$ cat config.mk
export PLATFORM = sky130hd
export DESIGN_NAME = local_bus_addr_arbitration
export DESIGN_NICKNAME = d
export VERILOG_FILES = /design/src/rtl/local_bus_addr_arbitration.v
export VERILOG_INCLUDE_DIRS = /design/src /design/src/rtl
export SDC_FILE = /design/constraint.sdc
export NUM_CORES = 1
export LEC_CHECK = 0
export BUFFER_PORTS_ARGS = -buffer_cell sky130_fd_sc_hd__buf_2
export CAP_MARGIN = 0
export CORE_ASPECT_RATIO = 0.75
export CORE_UTILIZATION = 25
export DETAILED_ROUTE_END_ITERATION = 6
export PLACE_DENSITY = 0.52
export REMOVE_ABC_BUFFERS = 1
export SYNTH_ARGS = -nofsm -noshare
export SYNTH_HDL_FRONTEND = slang
export SYNTH_SLANG_ARGS = --single-unit
$ cat constraint.sdc
create_clock -name clock_i -period 1.97 [get_ports clock_i]
set_input_delay 0.197 -clock clock_i [delete_from_list [all_inputs] [get_ports clock_i]]
set_output_delay 0.197 -clock clock_i [all_outputs]
set_load 0.005 [all_outputs]
$ cat src/rtl/local_bus_defs.vh
// constants for the local bus address and arbitration port
`ifndef LOCAL_BUS_DEFS_VH
`define LOCAL_BUS_DEFS_VH
`define ADDR_W 32
`define REG_OFFSET_W 12
`define ROLE_MASTER_BURST 1'b0
`define ROLE_MASTER_SIZE 1'b0
`define PIN_IDLE_N 1'b1
`define FLAG_RST 1'b0
`define ADDR_RST 32'h00000000
`define OFFSET_RST 12'h000
`endif

$ cat src/rtl/local_bus_addr_arbitration.v
// local bus address port, bus arbitration and reset role strapping
`timescale 1ns/10ps
`include "local_bus_defs.vh"
// Operation
// - drive address as master, input as slave
// - slave captures address when transfer start sampled
// - master address launched after rising edge
// - register offset from low twelve bits
// - owner holds bus busy asserted
// - master asserts bus busy from rising edge
// - negate bus busy before releasing line
// - sample bus busy on rising edges
// - optional asynchronous arbitration sampling mode
// - burst pin used only at reset
// - role chosen from burst and size pins
// - request bus on rising edges
// - sample bus grant on rising edges
module local_bus_addr_arbitration (
  input wire clock_i,
  input wire resetn_i,
  input wire async_arb_i,
  input wire burst_in_progress_n_i,
  input wire transfer_size_hi_i,
  input wire transfer_start_n_i,
  input wire [31:0] addr_i,
  output reg [31:0] addr_o,
  output reg addr_oe_o,
  input wire bus_grant_n_i,
  input wire bus_busy_n_i,
  output reg bus_busy_n_o,
  output reg bus_busy_n_oe_o,
  output reg bus_request_n_o,
  input wire xfer_req_i,
  input wire [31:0] xfer_addr_i,
  input wire xfer_done_i,
  output reg owner_o,
  output reg master_role_o,
  output reg slave_hit_o,
  output reg [31:0] slave_addr_o,
  output reg [11:0] slave_offset_o
);
  // ownership states; the slave state holds until the next reset
  localparam ST_IDLE = 3'h0;
  localparam ST_REQUEST = 3'h1;
  localparam ST_OWN = 3'h2;
  localparam ST_NEGATE = 3'h3;
  localparam ST_SLAVE = 3'h4;
  // slots of the two arbitration inputs in the filter
  localparam ARB_GRANT = 0;
  localparam ARB_BUSY = 1;
  localparam ARB_LINES = 2;

  reg [2:0] state;
  reg [2:0] next_state;
  reg strap_done;
  wire [ARB_LINES-1:0] arb_pin;
  wire [ARB_LINES-1:0] arb_filt;
  wire grant_now;
  wire busy_now;
  wire slave_take;
  genvar arb_idx;

  // the state that owns the bus and drives address and busy low
  function owns_bus;
    input [2:0] st;
    begin
      owns_bus = (st == ST_OWN);
    end
  endfunction

  // busy stays driven one cycle longer than ownership
  function drives_busy;
    input [2:0] st;
    begin
      drives_busy = owns_bus(st) || (st == ST_NEGATE);
    end
  endfunction

  // slave address qualifier
  function start_seen;
    input [2:0] st;
    input start_n;
    begin
      start_seen = (st == ST_SLAVE) && !start_n;
    end
  endfunction

  assign arb_pin[ARB_GRANT] = bus_grant_n_i;
  assign arb_pin[ARB_BUSY] = bus_busy_n_i;

  // async mode filters the arbitration lines; a level counts once the last two stages agree
  generate
    for (arb_idx = 0; arb_idx < ARB_LINES; arb_idx = arb_idx + 1)
    begin : g_arb_filter
      reg stage1;
      reg stage2;
      reg stage3;
      reg level;
      always @(posedge clock_i or negedge resetn_i)
      begin
        if (!resetn_i)
        begin
          stage1 <= `PIN_IDLE_N;
          stage2 <= `PIN_IDLE_N;
          stage3 <= `PIN_IDLE_N;
          level <= `PIN_IDLE_N;
        end
        else
        begin
          stage1 <= arb_pin[arb_idx];
          stage2 <= stage1;
          stage3 <= stage2;
          if (stage2 == stage3)
            level <= stage3;
        end
      end
      assign arb_filt[arb_idx] = level;
    end
  endgenerate

  // synchronous mode uses the pins as sampled at this edge; the filter adds four edges of latency
  assign grant_now = async_arb_i ? arb_filt[ARB_GRANT] : bus_grant_n_i;
  assign busy_now = async_arb_i ? arb_filt[ARB_BUSY] : bus_busy_n_i;
  assign slave_take = start_seen(state, transfer_start_n_i);

  // strap caught at first edge after reset release; burst pin ignored afterwards
  always @(posedge clock_i or negedge resetn_i)
  begin
    if (!resetn_i)
    begin
      strap_done <= `FLAG_RST;
      master_role_o <= `FLAG_RST;
    end
    else if (!strap_done)
    begin
      strap_done <= 1'b1;
      master_role_o <= (burst_in_progress_n_i == `ROLE_MASTER_BURST) &&
                       (transfer_size_hi_i == `ROLE_MASTER_SIZE);
    end
  end

  // request stays out until the grant and an idle busy line are seen together
  always @*
  begin
    next_state = state;
    case (state)
      ST_IDLE:
      begin
        if (strap_done && !master_role_o)
          next_state = ST_SLAVE;
        else if (strap_done && xfer_req_i)
          next_state = ST_REQUEST;
      end
      ST_REQUEST:
      begin
        if (!grant_now && busy_now)
          next_state = ST_OWN;
      end
      ST_OWN:
      begin
        if (xfer_done_i)
          next_state = ST_NEGATE;
      end
      ST_NEGATE:
      begin
        next_state = ST_IDLE;
      end
      ST_SLAVE:
      begin
        next_state = ST_SLAVE;
      end
      default:
      begin
        next_state = ST_IDLE;
      end
    endcase
  end

  always @(posedge clock_i or negedge resetn_i)
  begin
    if (!resetn_i)
    begin
      state <= ST_IDLE;
      bus_request_n_o <= `PIN_IDLE_N;
      bus_busy_n_o <= `PIN_IDLE_N;
      bus_busy_n_oe_o <= `FLAG_RST;
      addr_o <= `ADDR_RST;
      addr_oe_o <= `FLAG_RST;
      owner_o <= `FLAG_RST;
    end
    else
    begin
      state <= next_state;
      bus_request_n_o <= !(next_state == ST_REQUEST);
      owner_o <= owns_bus(next_state);
      // one cycle driven high before release avoids a slow pull-up edge
      bus_busy_n_o <= !owns_bus(next_state);
      bus_busy_n_oe_o <= drives_busy(next_state);
      addr_oe_o <= owns_bus(next_state);
      if ((state == ST_REQUEST) && owns_bus(next_state))
        addr_o <= xfer_addr_i;
    end
  end

  // slave capture only on edge with transfer start asserted
  always @(posedge clock_i or negedge resetn_i)
  begin
    if (!resetn_i)
    begin
      slave_hit_o <= `FLAG_RST;
      slave_addr_o <= `ADDR_RST;
      slave_offset_o <= `OFFSET_RST;
    end
    else
    begin
      slave_hit_o <= slave_take;
      if (slave_take)
      begin
        slave_addr_o <= addr_i;
        slave_offset_o <= addr_i[`REG_OFFSET_W-1:0];
      end
    end
  end
endmodule

==> results of run 1 <==
==> worst reg2reg max path: stages (launching register included) <==
cell	delay, ns
dfstp_2	0.52
and3b_1	0.21
o211ai_4	0.21
buf_12	0.23
mux2_2	0.38
==> Yosys cell counts (2+ instances only) <==
master	number
buf_4	16
mux2_2	62
maj3_1	2
dfrtp_1	72
a21o_2	2
a21oi_1	4
mux2_1	2
dfstp_2	10
buf_6	4
==> per-stage QoR <==
step	setup slack (ns)	setup TNS, ns	total power, W
5_1_grt	0.0631	0	0.00450
4_1_cts	0.160	0	0.00438
2_1_floorplan	-0.259	-14.63	0.00218
6_report	0.187	0	0.00428
3_5_place_dp	0.307	0	0.00252
3_3_place_gp	0.329	0	0.00251
==> per-layer routing <==
| metal | up-vias | part of all wire [%] | routed length (um) |
|---|---|---|---|
| met5 | - | 0 | 0 |
| met4 | 0 | 1.5 | 93 |
| met3 | 8 | 7.5 | 463 |
| met2 | 83 | 46 | 2830 |
| met1 | 997 | 45 | 2820 |
| li1 | 961 | - | - |
==> sequential cells by signal, indices dropped and copies added (netlist names), 2 cells and up <==
register / count
g_arb_filter.stage3: 2
g_arb_filter.stage2: 2
slave_addr_o: 32
addr_o: 32
g_arb_filter.stage1: 2
g_arb_filter.level: 2
state: 3
==> power by group through the flow <==
stage / Clock (W) / Combinational (W) / Sequential [W]
global placement: 0 / 0.000524 / 0.00198
finish: 0.00180 / 0.000521 / 0.00196
global route: 0.00194 / 0.000576 / 0.00198
detailed placement: 0 / 0.000529 / 0.00199
CTS: 0.00188 / 0.000535 / 0.00196
floorplan: 0 / 0.000169 / 0.00201
==> cell families after synthesis <==
family	Yosys count	share of synthesized area, %
buffers and inverters	22	5.49
AND/OR/NAND/NOR	12	2.95
AO/OA/AOI/OAI	10	2.19
multiplexers	64	22.9
other	1	0.119
adder cells (fa/ha/maj)	2	0.637
flip-flops	82	65.7
==> layout make-up <==
class	instances	area share [%]
tap	166	4.72
inverter	2	0.171
timing repair buffer	162	19.8
clock inverter	3	0.966
clock buffer	13	6.65
multi-input combinational	89	20.8
sequential	82	46.9
==> placed cells by master, fill, tap and decap left out, types with 2 or more instances in the layout <==
cell type      synthesis  routed
buf_12                 0       3
dlygate4sd3_1          0       3
a21oi_1                4       4
buf_2                  0     155
dfstp_2               10      10
mux2_2                62      62
a21o_2                 2       2
mux2_1                 2       2
clkbuf_16              0      11
maj3_1                 2       2
dfrtp_1               72      72
==> repair_timing <==
| action | CTS | global route |
|---|---|---|
| endpoints found under the hold margin | 41 | 0 |
| buffers inserted | 0 | 0 |
| hold buffers | 3 | 0 |
==> worst paths after layout <==
path                            cells past startpoint                     end              startpoint  slack (ns)
worst min register to register                      0  g_arb_filter[1].stage2  g_arb_filter[1].stage1        0.36
min in group asynchronous                           2              addr_o[15]                resetn_i        0.39
worst max-delay path                                6               addr_o[1]           bus_grant_n_i        0.19
max in group asynchronous                           3   g_arb_filter[1].level                resetn_i        0.90
worst max register to register                      4              addr_o[14]   g_arb_filter[0].level        0.30
worst min-delay path                                2           master_role_o   burst_in_progress_n_i        0.04
==> impl_metrics.sql, run 1 <==
INSERT INTO impl_metrics (metric_group, metric, value, unit) VALUES
('run_status', 'status', 'finished clean', ''),
('setup_path', 'critPathMaxFanout', '32', ''),
('synth', 'synth_top_cells_by_area', 'dfrtp_1, mux2_2, dfstp_2', ''),
('pwr', 'netSwitchingPower', '0.000923', 'W'),
('cells_and_area', 'final.fill_count', '1202', ''),
('die', 'die_x', '131', 'um'),
('cells_and_area', 'multi_input_comb_area', '915', 'um2'),
('clock_network', 'clock_path_buffers', '2', ''),
('synth', 'netlist.area_leader.share', '57.3', '%'),
('grt', 'grt_pass1_vias', '2061', ''),
('pwr', 'sw_frac_of_total', '21.6', '%'),
('setup_path', 'crit_buf_inv', '3', ''),
('timing', 'final-setup-viol-count', '0', ''),
('setup_path', 'critical_path.top_delay_family', 'buffers and inverters', ''),
('clock_network', 'cts_tree', 'yes', ''),
('setup_path', 'cp_slowest_stage_delay', '0.52', 'ns'),
('timing', 'period_minus_slack', '1.78', 'ns'),
('grt', 'grtUsageMet2', '15.1', '%'),
('timing', 'rsz0062_at_grt', 'false', ''),
('clock_network', 'insertion_delay', '0.33', 'ns'),
('placed_design', 'dpl.cell_count', '498', ''),
('synth', 'syn-cell-area', '3140', 'um2'),
('pwr', 'powerDensity', '972', 'nW/um2'),
('cells_and_area', 'regArea', '2060', 'um2'),
('die', 'dieHeight', '99.1', 'um'),
('synth', 'postSynth.asyncResetShare', '100', '%'),
('die', 'floorplan.io_pins', '157', ''),
('cells_and_area', 'area_growth_syn_to_layout', '40.1', '%'),
('synth', 'synth_top_flop_cell', 'dfrtp_1', ''),
('timing', 'hold_fails_final_rpt', '0', ''),
('setup_path', 'crit_path_top_delay_cell', 'dlygate4sd3_1', ''),
('placed_design', 'detailed_place_hpwl', '4400', 'um'),
('grt', 'grt_overflow', '0', ''),
('synth', 'post_synthesis_cell_type_with_the_largest_combined_area', 'dfrtp_1', ''),
('timing', 'drv_slew', '0', ''),
('timing', 'max_slew.worst_pin.slew', '0.572', 'ns'),
('cells_and_area', 'final_area', '4400', 'um2'),
('clock_network', 'cts_sinks', '82', ''),
('cells_and_area', 'count_of_nets_after_finishing', '420', ''),
('synth', 'post_synth.cell_area_avg', '16.3', 'um2'),
('pwr', 'power_frac_seq', '45.7', '%'),
('placed_design', 'finalWeightedCongestion', '0.723', ''),
('synth', 'synthCells', '193', ''),
('pwr', 'p_int', '0.00336', 'W'),
('die', 'die_area', '13000', 'um2'),
('synth', 'synth.lib_cells_used.distinct', '28', ''),
('placed_design', 'port_buffers', '156', ''),
('setup_path', 'worstPathRequired', '2.18', 'ns'),
('setup_path', 'cp-start-kind', 'primary input', ''),
('synth', 'synth_enable_flop_cells', '0', ''),
('timing', 'fin_worst_skew', '0.00387', 'ns'),
('drt', 'iteration_count_of_the_initial_detailed_routing_pass', '5', ''),
('pwr', 'vdd_ir_drop_max', '0.380', 'mV'),
('clock_network', 'cts.root.buffer_cell', 'clkbuf_16', ''),
('grt', 'groute.layer.met1.usage', '13.2', '%'),
('pwr', 'power_frac_comb', '12.2', '%'),
('synth', 'proportion_of_synthesized_chip_area_in_sequential_cells', '65.7', '%'),
('drt', 'wirelength', '6210', 'um'),
('clock_network', 'clkTransAtPathRegs', '0.06', 'ns'),
('cells_and_area', 'antenna_cells_inserted', '0', ''),
('synth', 'yosysWarningCount', '0', ''),
('drt', 'wire_per_inst', '12.0', 'um'),
('grt', 'grt_first_pass_wirelength', '10300', 'um'),
('pwr', 'power_leakage', '2.25', 'nW'),
('grt', 'grt_start_max_net_pins', '44', ''),
('clock_network', 'cts.htree.levels', '3', ''),
('pwr', 'clock_power_share', '42.1', '%'),
('setup_path', 'worst-endpoint-arrival', '1.99', 'ns'),
('timing', 'maxClockFrequency', '561', 'MHz'),
('drt', 'ant_nets', '0', ''),
('setup_path', 'worst_setup_path_end_kind', 'flip-flop', '');
Note: power is estimated with default switching activity, not from simulation.
==> inputs of run 2 (changes only) <==
CORE_MARGIN = 2   (was default)
==> run 2 against run 1 <==
Effect of this change:
- final cell count unchanged
- utilization increased by 0.15 points
- power increased by 3.5%
- combinational power about the same
- wire length increased by 2.7%
==> impl_metrics.sql, run 2 (synthesis results as in run 1) <==
INSERT INTO impl_metrics (metric_group, metric, value, unit) VALUES
('run_status', 'status', 'finished clean', ''),
('grt', 'grt_usage', '9.41', '%'),
('job', 'cap_violations', '0', ''),
('setup_path', 'crit_path_top_delay_cell', 'dlygate4sd3_1', ''),
('setup_path', 'crit_buf_inv', '3', ''),
('cells_and_area', 'layout_commonest_cell', 'buf_2', ''),
('die', 'floorplan.io_pins', '157', ''),
('die', 'num_rows', '35', ''),
('clock_network', 'cts_hold_repair.buffers', '3', ''),
('setup_path', 'critPathMaxFanout', '32', ''),
('cells_and_area', 'layout.cells.most_common_list', 'buf_2, dfrtp_1, mux2_2', ''),
('drt', 'drc_errors', '0', ''),
('cells_and_area', 'final_instance_count_without_filler_cells', '517', ''),
('clock_network', 'cts_sinks', '82', ''),
('die', 'dieHeight', '101', 'um'),
('die', 'die_x', '133', 'um'),
('clock_network', 'number_of_post_cts_setup_repair_buffers', '0', ''),
('timing', 'period_minus_slack', '1.73', 'ns'),
('setup_path', 'worstPathCellList', 'dlygate4sd3_1 > buf_2 > nor3b_1 > o211ai_4 > buf_12 > mux2_1', ''),
('placed_design', 'dpl.cell_count', '498', ''),
('drt', 'iteration_count_of_the_initial_detailed_routing_pass', '4', ''),
('grt', 'grt_overflow', '0', ''),
('die', 'die_area', '13500', 'um2'),
('timing', 'layout_worst_path_cycle_share', '87.7', '%'),
('clock_network', 'cts.root.buffer_cell', 'clkbuf_16', ''),
('placed_design', 'finalWeightedCongestion', '0.666', ''),
('placed_design', 'detailed_place_hpwl', '4620', 'um'),
('cells_and_area', 'antenna_cells_inserted', '0', ''),
('drt', 'detailedRoute.firstIterationViolations', '43', ''),
('clock_network', 'clock_path_buffers', '2', ''),
('timing', 'hold_fails_final_rpt', '0', ''),
('drt', 'wirelength', '6380', 'um'),
('cells_and_area', 'final.fill_count', '1239', ''),
('clock_network', 'cts-resized-gates', '0', ''),
('cells_and_area', 'layout_top_registers', 'addr_o (32), slave_addr_o (32), state (3)', ''),
('grt', 'grt_antenna_before_repair', '0', ''),
('drt', 'ant_nets', '0', ''),
('setup_path', 'worstPathRequired', '2.18', 'ns'),
('setup_path', 'cp-start-kind', 'primary input', ''),
('drt', 'dr_total_vias', '2055', ''),
('setup_path', 'critical_path.top_delay_family', 'buffers and inverters', ''),
('clock_network', 'cts.htree.levels', '3', ''),
('clock_network', 'clkTransAtPathRegs', '0.06', 'ns'),
('cells_and_area', 'drive_gt1_share', '72.1', '%'),
('timing', 'max_slew.worst_pin.slew', '0.540', 'ns'),
('timing', 'final-setup-viol-count', '0', ''),
('die', 'core_area', '12300', 'um2'),
('setup_path', 'timing_worst_setup_path_type', 'in -> reg', ''),
('grt', 'grt_start_max_net_pins', '44', ''),
('placed_design', 'port_buffers', '156', ''),
('pwr', 'powerDensity', '1000', 'nW/um2'),
('timing', 'maxClockFrequency', '579', 'MHz'),
('cells_and_area', 'count_of_nets_after_finishing', '420', ''),
('setup_path', 'cp_slowest_stage_delay', '0.53', 'ns'),
('clock_network', 'number_of_clock_buffers_inserted_by_tritoncts', '9', ''),
('pwr', 'power_leakage', '2.26', 'nW'),
('drt', 'wire_per_inst', '12.3', 'um'),
('cells_and_area', 'multi_input_comb_area', '915', 'um2'),
('drt', 'viasPerCell', '3.97', ''),
('cells_and_area', 'area_growth_syn_to_layout', '40.7', '%'),
('grt', 'grt_first_pass_wirelength', '9870', 'um'),
('setup_path', 'worst-endpoint-arrival', '1.94', 'ns'),
('pwr', 'vdd_ir_drop_max', '0.350', 'mV'),
('cells_and_area', 'regArea', '2060', 'um2'),
('pwr', 'tot_pwr', '0.00443', 'W'),
('cells_and_area', 'core_utilization_of_the_finished_layout', '36.1', '%'),
('timing', 'fin_setup_tns', '0', 'ns'),
('clock_network', 'cts_tree', 'yes', ''),
('die', 'floorplan.initialDensity', '25.6', '%'),
('timing', 'drv_slew', '0', ''),
('timing', 'fin_worst_skew', '0.00386', 'ns'),
('worst_hold_path', 'worst_hold_path_type', 'in -> reg', ''),
('timing', 'maxSlewHeadroom', '64.0', '%'),
('timing', 'rsz0062_at_grt', 'false', ''),
('grt', 'grt_pass1_vias', '2062', ''),
('setup_path', 'worst_setup_path_end_kind', 'flip-flop', ''),
('clock_network', 'insertion_delay', '0.33', 'ns');
## run 2: cell types whose count changed in the layout (fill, tap and decap cells not counted), sizes merged
| cell | before | now |
|---|---|---|
| bufinv | 1 | 3 |
| clkbuf | 13 | 12 |
| clkinv | 1 | 0 |
## run 2: stage by stage
step / hold slack, ns / cell area [um2] / setup WS [ns]
4_1_cts: 0.0223 / 4420 / 0.241
6_report: 0.0363 / 4420 / 0.242
3_5_place_dp: 0.216 / 4040 / 0.299
2_1_floorplan: -0.0986 / 2980 / -0.259
3_3_place_gp: 0.208 / 4040 / 0.327
5_1_grt: 0.0447 / 4420 / 0.167
## run 2: path summary, 6_finish.rpt
check	from	to	slack, ns	cells past startpoint
setup / recovery	bus_grant_n_i	addr_o[4]	0.24	6
hold / removal	burst_in_progress_n_i	master_role_o	0.04	2
setup reg to reg	g_arb_filter[0].level	addr_o[28]	0.30	4
hold reg to reg	g_arb_filter[0].stage1	g_arb_filter[0].stage2	0.35	0
max in group asynchronous	resetn_i	bus_busy_n_o	0.90	3
min in group asynchronous	resetn_i	slave_addr_o[14]	0.39	2
## run 2: cell type report
type                            instances  share of cell area [%]
Clock buffer                           12                    5.80
Clock inverter                          4                    2.21
Inverter                                2                   0.170
Multi-Input combinational cell         89                    20.7
Sequential cell                        82                    46.7
Tap cell                              166                    4.70
Timing Repair Buffer                  162                    19.8
## run 2: where the power goes
part	internal [W]	total, W	switching, W
sequential	0.00187	0.00196	0.0000836
combinational	0.000318	0.000524	0.000206
clock	0.00131	0.00195	0.000644
## run 2: metal layers
layer  vias to the layer above  GRT usage, %  wire length (um)  part of all wire [%]
met4                         0          3.68               102                   1.6
met1                      1016          11.0              2710                    43
met3                        10          4.02               461                   7.2
met2                        67          15.5              3100                    49
met5                         -             0                 0                     0
li1                        962             -                 -                     -
